## src/cfr_pkg.sv

```systemverilog
// package: constants and types for the commanded field rotation block
package cfr_pkg;

  // register byte offsets
  localparam logic [7:0] OFF_CMD = 8'h00;
  localparam logic [7:0] OFF_RESP = 8'h04;
  localparam logic [7:0] OFF_VALUE = 8'h08;

  // response register field positions
  localparam int RESP_ACK_LSB = 0;
  localparam int RESP_SRC_LSB = 8;
  localparam int RESP_RUN_BIT = 16;

  // command codes
  localparam int CMD_W = 8;
  localparam logic [CMD_W-1:0] CMD_NONE = 8'h00;
  localparam logic [CMD_W-1:0] CMD_REPORT_A = 8'h01;
  localparam logic [CMD_W-1:0] CMD_REPORT_B = 8'h02;
  localparam logic [CMD_W-1:0] CMD_CLEAR = 8'h03;
  localparam logic [CMD_W-1:0] CMD_ADD_NET = 8'h29;
  localparam logic [CMD_W-1:0] CMD_ADD_RATE = 8'h2E;

  // acknowledge count
  localparam int ACK_W = 2;
  localparam logic [ACK_W-1:0] ACK_RESET = 2'h0;
  localparam logic [ACK_W-1:0] ACK_FIRST = 2'h1;
  localparam logic [ACK_W-1:0] ACK_LAST = 2'h3;

  // data-source codes
  localparam int SRC_W = 8;
  localparam logic [SRC_W-1:0] SRC_NONE = 8'h00;
  localparam logic [SRC_W-1:0] SRC_NET = 8'h01;
  localparam logic [SRC_W-1:0] SRC_RATE = 8'h06;
  localparam logic [SRC_W-1:0] SRC_SETUP = 8'h1E;

  // floating-point word
  localparam int FP_W = 32;
  localparam logic [FP_W-1:0] FP_ZERO = 32'h0000_0000;

  // rotation list size
  localparam int ROT_DEPTH = 8;

  // refresh timing
  localparam int CLK_HZ = 20_000_000;
  localparam int REFRESH_MS = 60;
  localparam int MS_PER_S = 1000;
  localparam int REFRESH_CYCLES = (REFRESH_MS * (CLK_HZ / MS_PER_S) > 0) ?
    REFRESH_MS * (CLK_HZ / MS_PER_S) : 1;

  typedef enum logic [0:0] {
    CFR_FLD_NET = 1'b0,
    CFR_FLD_RATE = 1'b1
  } cfr_field_t;

  typedef enum logic [0:0] {
    CFR_ST_SETUP = 1'b0,
    CFR_ST_REPORT = 1'b1
  } cfr_state_t;

endpackage

```

## src/cfr_tick.sv

```systemverilog
// refresh tick generator: one-cycle pulse every CYCLES clocks
`timescale 1ns/1ps
module cfr_tick #(
  parameter int CYCLES = cfr_pkg::REFRESH_CYCLES
) (
  input wire logic core_clk,
  input wire logic reset_n,
  output logic tick
);
  localparam int CW = (CYCLES > 1) ? $clog2(CYCLES) : 1;
  localparam logic [CW-1:0] LAST = CW'(CYCLES - 1);

  logic [CW-1:0] cnt_q;
  logic [CW-1:0] cnt_d;
  logic tick_q;
  logic tick_d;

  always_comb begin
    tick_d = 1'b0;
    cnt_d = cnt_q + CW'(1);
    if (cnt_q == LAST) begin
      cnt_d = '0;
      tick_d = 1'b1;
    end
  end

  always_ff @(posedge core_clk or negedge reset_n) begin
    if (!reset_n) begin
      cnt_q <= '0;
      tick_q <= 1'b0;
    end else begin
      cnt_q <= cnt_d;
      tick_q <= tick_d;
    end
  end

  assign tick = tick_q;
endmodule

```

## src/cfr_top.sv

```systemverilog
// commanded field rotation: command decoder with apb register access
//
// Function
// - each add command steps ack 1,2,3 then wraps to 1, clear sets ack 1; all setup commands report source 30, 0.0.
// - code 1 gives ack 1, reports the next field like code 2, first one net.
// - code 2 gives ack 2 and reports the next field, rate.
// - current field is presented every refresh until a new report, add or clear command.
// - an unchanged command word is no new request.
// - value refreshed every 60 ms without moving the rotation pointer.
//
// Design decisions made here: the placing of the registers and register access over APB.
`timescale 1ns/1ps
module cfr_top #(
  parameter int ROT_DEPTH = cfr_pkg::ROT_DEPTH,
  parameter int REFRESH_CYCLES = cfr_pkg::REFRESH_CYCLES
) (
  input wire logic core_clk,
  input wire logic reset_n,
  input wire logic psel,
  input wire logic penable,
  input wire logic pwrite,
  input wire logic [7:0] paddr,
  input wire logic [31:0] pwdata,
  output logic [31:0] prdata,
  output logic pready,
  output logic pslverr,
  input wire logic [cfr_pkg::FP_W-1:0] net_weight,
  input wire logic [cfr_pkg::FP_W-1:0] rate_value,
  output logic [cfr_pkg::ACK_W-1:0] cmd_ack,
  output logic [cfr_pkg::SRC_W-1:0] src_code,
  output logic [cfr_pkg::FP_W-1:0] fp_value,
  output logic reporting
);
  localparam int PW = $clog2(ROT_DEPTH);
  localparam int NW = PW + 1;
  localparam logic [NW-1:0] FULL = NW'(ROT_DEPTH);
  localparam int AW = cfr_pkg::ACK_W;

  // apb state
  logic [31:0] prdata_q;
  logic [31:0] prdata_d;
  logic pready_q;
  logic pready_d;
  logic pslverr_q;
  logic pslverr_d;
  logic acc_first;
  logic wr_cmd;

  // command state
  logic [cfr_pkg::CMD_W-1:0] cmd_q;
  logic [cfr_pkg::CMD_W-1:0] cmd_d;
  logic [cfr_pkg::CMD_W-1:0] last_q;
  logic [cfr_pkg::CMD_W-1:0] last_d;
  logic fire;

  // rotation state
  cfr_pkg::cfr_state_t state_q;
  cfr_pkg::cfr_state_t state_d;
  logic [PW-1:0] ptr_q;
  logic [PW-1:0] ptr_d;
  logic [NW-1:0] count_q;
  logic [NW-1:0] count_d;
  cfr_pkg::cfr_field_t rot_q [ROT_DEPTH];
  cfr_pkg::cfr_field_t rot_d [ROT_DEPTH];
  logic app_en;
  cfr_pkg::cfr_field_t app_fld;

  // response state
  logic [cfr_pkg::ACK_W-1:0] ack_q;
  logic [cfr_pkg::ACK_W-1:0] ack_d;
  logic [cfr_pkg::SRC_W-1:0] src_q;
  logic [cfr_pkg::SRC_W-1:0] src_d;
  logic [cfr_pkg::FP_W-1:0] fp_q;
  logic [cfr_pkg::FP_W-1:0] fp_d;
  logic tick;
  logic [cfr_pkg::FP_W-1:0] cur_val;

  cfr_tick #(
    .CYCLES(REFRESH_CYCLES)
  ) u_tick (
    .core_clk(core_clk),
    .reset_n(reset_n),
    .tick(tick)
  );

  // apb slave, one wait state
  always_comb begin
    acc_first = psel && penable && !pready_q;
    wr_cmd = psel && penable && pready_q && pwrite &&
      (paddr == cfr_pkg::OFF_CMD) && !pslverr_q;
    pready_d = acc_first;
    prdata_d = '0;
    pslverr_d = 1'b0;
    if (acc_first) begin
      if (paddr == cfr_pkg::OFF_CMD) begin
        prdata_d = 32'(cmd_q);
      end else if (paddr == cfr_pkg::OFF_RESP) begin
        prdata_d = (32'(ack_q) << cfr_pkg::RESP_ACK_LSB) |
          (32'(src_q) << cfr_pkg::RESP_SRC_LSB) |
          (32'(state_q) << cfr_pkg::RESP_RUN_BIT);
      end else if (paddr == cfr_pkg::OFF_VALUE) begin
        prdata_d = 32'(fp_q);
      end else begin
        pslverr_d = 1'b1;
      end
    end
  end

  always_ff @(posedge core_clk or negedge reset_n) begin
    if (!reset_n) begin
      prdata_q <= '0;
      pready_q <= 1'b0;
      pslverr_q <= 1'b0;
    end else begin
      prdata_q <= prdata_d;
      pready_q <= pready_d;
      pslverr_q <= pslverr_d;
    end
  end

  // command word and change detection
  always_comb begin
    cmd_d = wr_cmd ? pwdata[cfr_pkg::CMD_W-1:0] : cmd_q;
    last_d = cmd_q;
    fire = (cmd_q != last_q);
  end

  always_ff @(posedge core_clk or negedge reset_n) begin
    if (!reset_n) begin
      cmd_q <= cfr_pkg::CMD_NONE;
      last_q <= cfr_pkg::CMD_NONE;
    end else begin
      cmd_q <= cmd_d;
      last_q <= last_d;
    end
  end

  // command interpreter
  always_comb begin
    state_d = state_q;
    ptr_d = ptr_q;
    count_d = count_q;
    ack_d = ack_q;
    src_d = src_q;
    fp_d = fp_q;
    app_en = 1'b0;
    app_fld = cfr_pkg::CFR_FLD_NET;
    if (fire) begin
      if (cmd_q == cfr_pkg::CMD_CLEAR) begin
        count_d = '0;
        ptr_d = '0;
        state_d = cfr_pkg::CFR_ST_SETUP;
        ack_d = cfr_pkg::ACK_FIRST;
        src_d = cfr_pkg::SRC_SETUP;
        fp_d = cfr_pkg::FP_ZERO;
      end else if (cmd_q == cfr_pkg::CMD_ADD_NET ||
                   cmd_q == cfr_pkg::CMD_ADD_RATE) begin
        app_en = (count_q != FULL);
        app_fld = (cmd_q == cfr_pkg::CMD_ADD_RATE) ?
          cfr_pkg::CFR_FLD_RATE : cfr_pkg::CFR_FLD_NET;
        if (app_en) begin
          count_d = count_q + NW'(1);
        end
        state_d = cfr_pkg::CFR_ST_SETUP;
        ack_d = (ack_q == cfr_pkg::ACK_LAST) ? cfr_pkg::ACK_FIRST :
          ack_q + AW'(1);
        src_d = cfr_pkg::SRC_SETUP;
        fp_d = cfr_pkg::FP_ZERO;
      end else if (cmd_q == cfr_pkg::CMD_REPORT_A ||
                   cmd_q == cfr_pkg::CMD_REPORT_B) begin
        if (state_q == cfr_pkg::CFR_ST_SETUP) begin
          ptr_d = '0;
        end else if (NW'(ptr_q) + NW'(1) >= count_q) begin
          ptr_d = '0;
        end else begin
          ptr_d = ptr_q + PW'(1);
        end
        state_d = cfr_pkg::CFR_ST_REPORT;
        ack_d = cmd_q[AW-1:0];
        if (count_q == '0) begin
          src_d = cfr_pkg::SRC_SETUP;
          fp_d = cfr_pkg::FP_ZERO;
        end else if (rot_q[ptr_d] == cfr_pkg::CFR_FLD_RATE) begin
          src_d = cfr_pkg::SRC_RATE;
          fp_d = rate_value;
        end else begin
          src_d = cfr_pkg::SRC_NET;
          fp_d = net_weight;
        end
      end
    end else if (tick && state_q == cfr_pkg::CFR_ST_REPORT &&
                 count_q != '0) begin
      // refresh current field only, pointer untouched
      if (rot_q[ptr_q] == cfr_pkg::CFR_FLD_RATE) begin
        fp_d = rate_value;
      end else begin
        fp_d = net_weight;
      end
    end
  end

  always_ff @(posedge core_clk or negedge reset_n) begin
    if (!reset_n) begin
      state_q <= cfr_pkg::CFR_ST_SETUP;
      ptr_q <= '0;
      count_q <= '0;
      ack_q <= cfr_pkg::ACK_RESET;
      src_q <= cfr_pkg::SRC_NONE;
      fp_q <= cfr_pkg::FP_ZERO;
    end else begin
      state_q <= state_d;
      ptr_q <= ptr_d;
      count_q <= count_d;
      ack_q <= ack_d;
      src_q <= src_d;
      fp_q <= fp_d;
    end
  end

  // rotation list entries
  for (genvar i = 0; i < ROT_DEPTH; i++) begin : g_rot
    always_comb begin
      rot_d[i] = rot_q[i];
      if (app_en && count_q == NW'(i)) begin
        rot_d[i] = app_fld;
      end
    end

    always_ff @(posedge core_clk or negedge reset_n) begin
      if (!reset_n) begin
        rot_q[i] <= cfr_pkg::CFR_FLD_NET;
      end else begin
        rot_q[i] <= rot_d[i];
      end
    end
  end

  assign prdata = prdata_q;
  assign pready = pready_q;
  assign pslverr = pslverr_q;
  assign cmd_ack = ack_q;
  assign src_code = src_q;
  assign fp_value = fp_q;
  assign reporting = state_q;

  // current field value, for the refresh check
  assign cur_val = (rot_q[ptr_q] == cfr_pkg::CFR_FLD_RATE) ? rate_value :
    net_weight;
endmodule

```

## config.mk

```make
export PLATFORM = sky130hd
export DESIGN_NAME = cfr_top
export DESIGN_NICKNAME = d
export VERILOG_FILES = /design/src/cfr_pkg.sv /design/src/cfr_tick.sv /design/src/cfr_top.sv
export SDC_FILE = /design/constraint.sdc
export NUM_CORES = 1
export LEC_CHECK = 0
export BUFFER_PORTS_ARGS = -buffer_cell sky130_fd_sc_hd__buf_2
export CORE_ASPECT_RATIO = 0.8
export CORE_UTILIZATION = 48
export DETAILED_ROUTE_END_ITERATION = 7
export PLACE_DENSITY = 0.77
export SYNTH_ARGS = -nofsm -noshare
export SYNTH_HDL_FRONTEND = slang
export SYNTH_SLANG_ARGS = --single-unit
```

## constraint.sdc

```tcl
create_clock -name core_clk -period 2.7 [get_ports core_clk]
set_clock_uncertainty 0.1 [all_clocks]
set_input_delay 0.135 -clock core_clk [delete_from_list [all_inputs] [get_ports core_clk]]
set_output_delay 0.135 -clock core_clk [all_outputs]
set_load 0.1 [all_outputs]
```

Word level (Yosys, flattened, before mapping)
Cells that the tools add are included.
{"block": "word_totals", "n_memories": 0, "latchBits": 0, "ram_bits": 0, "wordCells": 140, "in_bits": 109, "regBits": 130, "romBits": 0, "out_inout_bits": 77}
{"block": "op_classes", "mux": 55, "bitwise_logic": 4, "div_mod_pow": 0, "n_lt_le_gt_ge": 3, "addsub": 5, "n_shift": 0, "n_eq_ne": 20, "multipliers": 0, "reduce_logical": 32}
{"operator": "$mux 32", "count": 12}
{"operator": "$mux 3", "count": 10}
{"operator": "$mux 8", "count": 3}
{"operator": "$add 21x1->21 const B", "count": 1}
{"operator": "$eq 21x21->1 const B", "count": 1}
{"operator": "$mux 21", "count": 1}
{"operator": "$mux 1", "count": 19}
{"operator": "$or 16x17->17", "count": 1}
{"operator": "$eq 4x3->1 const B", "count": 4}
{"operator": "$eq 8x2->1 const B", "count": 2}
{"operator": "$eq 8x6->1 const B", "count": 2}
{"operator": "$logic_and 1x1->1", "count": 16}
{"operator": "$or 2x16->16", "count": 1}
{"operator": "$mux 4", "count": 3}
{"operator": "$eq 4x2->1 const B", "count": 2}
{"operator": "$eq 8x1->1 const B", "count": 1}
{"operator": "$eq 8x3->1 const B", "count": 1}
{"operator": "$eq 8x4->1 const B", "count": 1}
{"operator": "$ge 4x4->1 const B", "count": 2}
{"operator": "$logic_not 8->1", "count": 1}
{"operator": "$mux 2", "count": 4}
{"operator": "$ne 8x8->1", "count": 1}
{"operator": "$not 3->4", "count": 2}
{"operator": "$reduce_bool 2->1", "count": 4}
{"operator": "19 further kinds", "count": 24}

Depth between registers and ports, before layout
{"block": "logic_depth", "depth_word": 18, "depth_mapped": 10}

Cells and area by module
From an unflattened synthesis, not the netlist that was laid out.
{"block": "hier_totals", "hier_cells": 724, "area_unflattened_um2": 6855.3}
{"mod": "cfr_top", "cells_per_inst": 627, "area_per_inst_um2": 5828.1, "instances": 1, "seq_area_each_um2": 2577.5}
{"mod": "cfr_tick", "cells_per_inst": 97, "area_per_inst_um2": 1027.2, "instances": 1, "seq_area_each_um2": 550.5}

Worst setup path before layout
No wires, ideal clock.
{"block": "synth_path", "kind": "reg-to-reg", "startpoint": "reg ptr_q[0]", "endpoint": "reg fp_q (netlist bit fp_value[16])", "path_buffers": 1, "required_time_ps": 2471, "arrival_time_ps": 2434, "setup_time_ps": 129, "setup_slack_ps": 37, "synth_period_minus_slack_ps": 2663, "path_stages_with_launch": 11, "cell_sequence": "dfrtp_1 -> ha_1 -> xnor2_1 -> inv_1 -> ha_1 -> nand2_1 -> o2111a_1 -> mux2i_4 -> buf_6 -> mux2i_1 -> o21ai_1"}
{"block": "synth_between", "elab_chain_cells": 18}
{"element": "start: declaration", "line_no": "cfr_top.sv:59", "rtl": "logic [PW-1:0] ptr_q;"}
{"element": "start signal: assignment", "line_no": "cfr_top.sv:212", "rtl": "ptr_q <= ptr_d;"}
{"element": "$add 3x1->4", "line_no": "cfr_top.sv:173", "rtl": "end else if (NW'(ptr_q) + NW'(1) >= count_q) begin"}
{"element": "$ge 4x4->1", "line_no": "cfr_top.sv:173"}
{"element": "$mux 3", "line_no": "cfr_top.sv:173"}
{"element": "$mux 3", "line_no": "cfr_top.sv:171", "rtl": "if (state_q == cfr_pkg::CFR_ST_SETUP) begin"}
{"element": "$mux 3", "line_no": "cfr_top.sv:169", "rtl": "end else if (cmd_q == cfr_pkg::CMD_REPORT_A ||"}
{"element": "$mux 3", "line_no": "cfr_top.sv:156", "rtl": "end else if (cmd_q == cfr_pkg::CMD_ADD_NET ||"}
{"element": "$mux 3", "line_no": "cfr_top.sv:149", "rtl": "if (cmd_q == cfr_pkg::CMD_CLEAR) begin"}
{"element": "$mux 3", "line_no": "cfr_top.sv:148", "rtl": "if (fire) begin"}
{"element": "$not 3->4 (not written as such)", "line_no": "cfr_top.sv:183", "rtl": "end else if (rot_q[ptr_d] == cfr_pkg::CFR_FLD_RATE) begin"}
{"element": "$bmux 1 s3", "line_no": "cfr_top.sv:183"}
{"element": "$mux 1 (not written as such) (2 in series)", "line_no": "cfr_top.sv:183"}
{"element": "$mux 32", "line_no": "cfr_top.sv:183"}
{"element": "$mux 32", "line_no": "cfr_top.sv:180", "rtl": "if (count_q == '0) begin"}
{"element": "$mux 32", "line_no": "cfr_top.sv:169"}
{"element": "$mux 32", "line_no": "cfr_top.sv:156"}
{"element": "$mux 32", "line_no": "cfr_top.sv:149"}
{"element": "$mux 32 *", "line_no": "cfr_top.sv:148"}
{"element": "end signal: assignment", "line_no": "cfr_top.sv:209", "rtl": "fp_q <= cfr_pkg::FP_ZERO;"}
{"element": "end signal: assignment", "line_no": "cfr_top.sv:216", "rtl": "fp_q <= fp_d;"}
{"element": "end: declaration", "line_no": "cfr_top.sv:73", "rtl": "logic [cfr_pkg::FP_W-1:0] fp_q;"}
Every way passes the cells marked *; elsewhere a longest branch is shown, timed or not. The select of a mux whose other input is x is not followed.
A chain may end at the register's enable or synchronous reset.

Worst setup path in the final report
{"block": "layout_path", "startpoint": "reg ptr_q[0]", "endpoint": "reg fp_q (netlist bit fp_value[27])"}
Same word-level chain as after synthesis.

==> impl_results.md <==
- Pwr dens: 528 nW/um^2
- Clk sinks: 125
- PortBufs: 158
- EDFF count, synth: 0
- Initial core utilization: 49.1%
- CTS tree: yes
- First-pass GRT wire length: 29500 um
- Commonest non-fill, non-tap cell in the layout: buf_2
- Status: finished with violations
- Rows: 38
- Worst Path Required: 2.90 ns
- Post-Syn Area: 6660 um^2
- Worst Max-Slew Pin Slew: 0.525 ns
- Final core occ: 67.8%
- Vias in the first global route: 5848
- Post-synth top area cell: dfrtp_1
- Yosys top cell area share: 47.0%
- Die Wd: 134 um
- Net count, final: 996
- Area Overhead vs Synth: 38.0%
- CTS root buf: clkbuf_16
- Clock network power share: 48.7%
- Via density: 5.63
- Fmax achieved: 379 MHz
- CTS buffer count: 17
- WP data arrival: 2.83 ns
- Die Area: 14300 um^2
- Flops & latches, synth: 125
- Routed wire length: 18900 um
- Violated checks: negative hold slack
- DIE HEIGHT: 107 um
- Grt ovf: 0
- Fillcell total: 957
- Static Leakage: 4.68 nW
- Number of top-level pins: 186
- Synth Instances: 635
- Top_reg_cell synth: dfrtp_1
- CP Class: reg -> reg
- Crit. End Element: flop
- Post-detail-place hpwl: 11500 um
- Period utilisation layout: 97.7%
- Maximum VDD drop: 403 uV
- Yosys cell types: 66
- Max-Cap Viols: 0
- Sequential element share of the synthesized area: 47.0%
- Clock transition at path regs: 0.06 ns
- Placeable core area: 13600 um^2
- Drc violations: 0
- Setup violations, final: 0
- Final max-slew violation count: 0
- Final cell count without fillers: 1069
- Max Buffers Root-to-Sink: 2
- Initial DRC Count: 350
- Async S/R FF share, synth: 100%
- Initial antenna violation count: 0
- Synth warn: 0
- Power share of the combinational group: 11.5%
- Worst skew pair latency: 0.42 ns
- Total power draw: 4.85 mW
- Reg power frac: 39.8%
- Switching Share: 26.7%
- Minimum clock period: 2.64 ns
- Ratio of cells with drive above 1 in the final layout: 28.9%
- Max_slew headroom: 65.3%
- Drt wl/cell: 17.7 um
- DR vias: 6016
- Placed Cells incl. Taps: 960
- Most frequent cells in the layout: buf_2, dfrtp_1, dlygate4sd3_1
- Final number of hold-violating endpoints: 1
- Startpoint types: flop
- Area contributors post-synth: dfrtp_1, mux2i_1, o211ai_1
- Largest net degree at the start of global routing: 44
- NetSw: 1.29 mW
- Antenna diodes: 0
- P_int: 3.56 mW
- H-tree lvl count: 4
- Worst min-delay path category: in -> reg
- Crit path max fanout: 8
- Gr usage total: 26.9%
- Pre-antenna DRT Iters: 5
- Post-Syn Area per Cell: 10.5 um^2
- Fin Hold WS: -0.0140 ns
- Gp weighted congestion: 0.886
- Antenna Nets Post-Route: 0
state kept, by name, summed over array words and instances, names as in the netlist:
signal and cells:
src_code 3, fp_value 32, u_tick.tick 1, rot_q 8, pslverr 1, u_tick.cnt_q 21
cmd_q 8, pready 1, prdata 32, ptr_q 3, cmd_ack 2, count_q 4
last_q 8, reporting 1
final cells by class:
class	instances	area (um^2)	area share, %
clock buffers	18	429	4.67
clock inverters	14	178	1.93
inverters	13	48.8	0.531
multi-input cells	459	3320	36.2
flip-flops and latches	125	3130	34.1
well taps	180	225	2.45
repair buffers	260	1850	20.2
metrics by stage:
stage / worst slack, ns / hold WS [ns] / area (um^2) / setup TNS, ns
2_1_floorplan: 0.0368 / -0.261 / 6660 / 0
3_3_place_gp: 0.139 / 0.0120 / 7720 / 0
3_5_place_dp: 0.117 / 0.0153 / 7720 / 0
4_1_cts: 0.0225 / 0.00393 / 9100 / 0
5_1_grt: -0.0182 / 0.0125 / 9180 / -0.0182
6_report: 0.0616 / -0.0140 / 9180 / 0
repair_timing:
action | 4_1_cts | 5_1_grt
cloned | 0 | 2
hold endpoints to repair | 131 | 0
endpoints found under the setup margin | 1 | 24
resized for setup | 1 | 9
buffers inserted | 0 | 1
hold buffers | 76 | 0
pin swaps | 0 | 3
metal layers:
layer | up-vias | global-route usage (%) | share of wire, %
li1 | 2753 | - | -
met1 | 2916 | 32.8 | 41
met2 | 289 | 44.6 | 48
met3 | 58 | 7.63 | 7.4
met4 | 0 | 11.7 | 3.8
met5 | - | 0 | 0
cells by family (layout without fill, tap and decap cells):
| logic type | after synthesis | count (layout) | share of synthesized area (%) |
|---|---|---|---|
| and+or+nand+nor | 186 | 186 | 14.5 |
| AOI/OAI and AO/OA | 136 | 136 | 12.6 |
| DFF | 125 | 125 | 47.0 |
| muxes | 96 | 96 | 16.1 |
| buffers and inverters | 53 | 305 | 4.15 |
| xor gates and xnor gates | 27 | 27 | 3.55 |
| adders and majority gates | 11 | 11 | 2.07 |
| other | 1 | 3 | 0.0563 |
final timing paths:
path	from	to	slack (ns)	cells after the start
min reg2reg	pready	pready	0.38	1
max in group asynchronous	reset_n	prdata[24]	1.55	3
min in group asynchronous	reset_n	prdata[31]	0.10	2
max	ptr_q[0]	fp_value[27]	0.06	7
max reg2reg	ptr_q[0]	fp_value[27]	0.06	7
min	paddr[1]	prdata[1]	-0.01	4
cells in the mapped netlist, types with 2 or more instances:
master / number
a22oi_1: 3
buf_1: 2
and2_1: 20
o21ba_2: 2
o211ai_1: 33
mux2_4: 8
and4_1: 3
ha_1: 11
or3_1: 2
mux4_2: 4
nand2_1: 64
clkbuf_1: 17
o31ai_1: 2
dfrtp_1: 125
o21ai_1: 29
inv_1: 13
a21o_1: 2
buf_4: 8
nand4_1: 6
mux2_1: 7
nor3_1: 7
mux2_2: 2
buf_2: 8
buf_6: 5
nand2b_1: 3
xor2_1: 11
a21oi_1: 10
o21ai_0: 44
and3_2: 2
xnor2_1: 16
nor2_1: 33
nor2b_1: 2
nand3_1: 19
and3_1: 6
or2_2: 2
mux2i_1: 74
power by group through the flow:
| stage | sequential (mW) | combinational (mW) | clock (mW) |
|---|---|---|---|
| after floorplan | 2.15 | 0.103 | 0 |
| after global routing | 1.93 | 0.589 | 2.48 |
| after detailed placement | 1.96 | 0.462 | 0 |
| after CTS | 1.93 | 0.548 | 2.39 |
| after global placement | 1.96 | 0.457 | 0 |
| final | 1.93 | 0.558 | 2.36 |
critical path, stage by stage, from the launching register on:
cell	delay, ns
dfrtp_1	0.42
ha_4	0.31
mux4_2	0.49
mux2_2	0.30
mux2i_4	0.26
buf_4	0.27
mux2i_1	0.26
o21ai_1	0.10
Note: power is estimated with default switching activity, not from simulation.
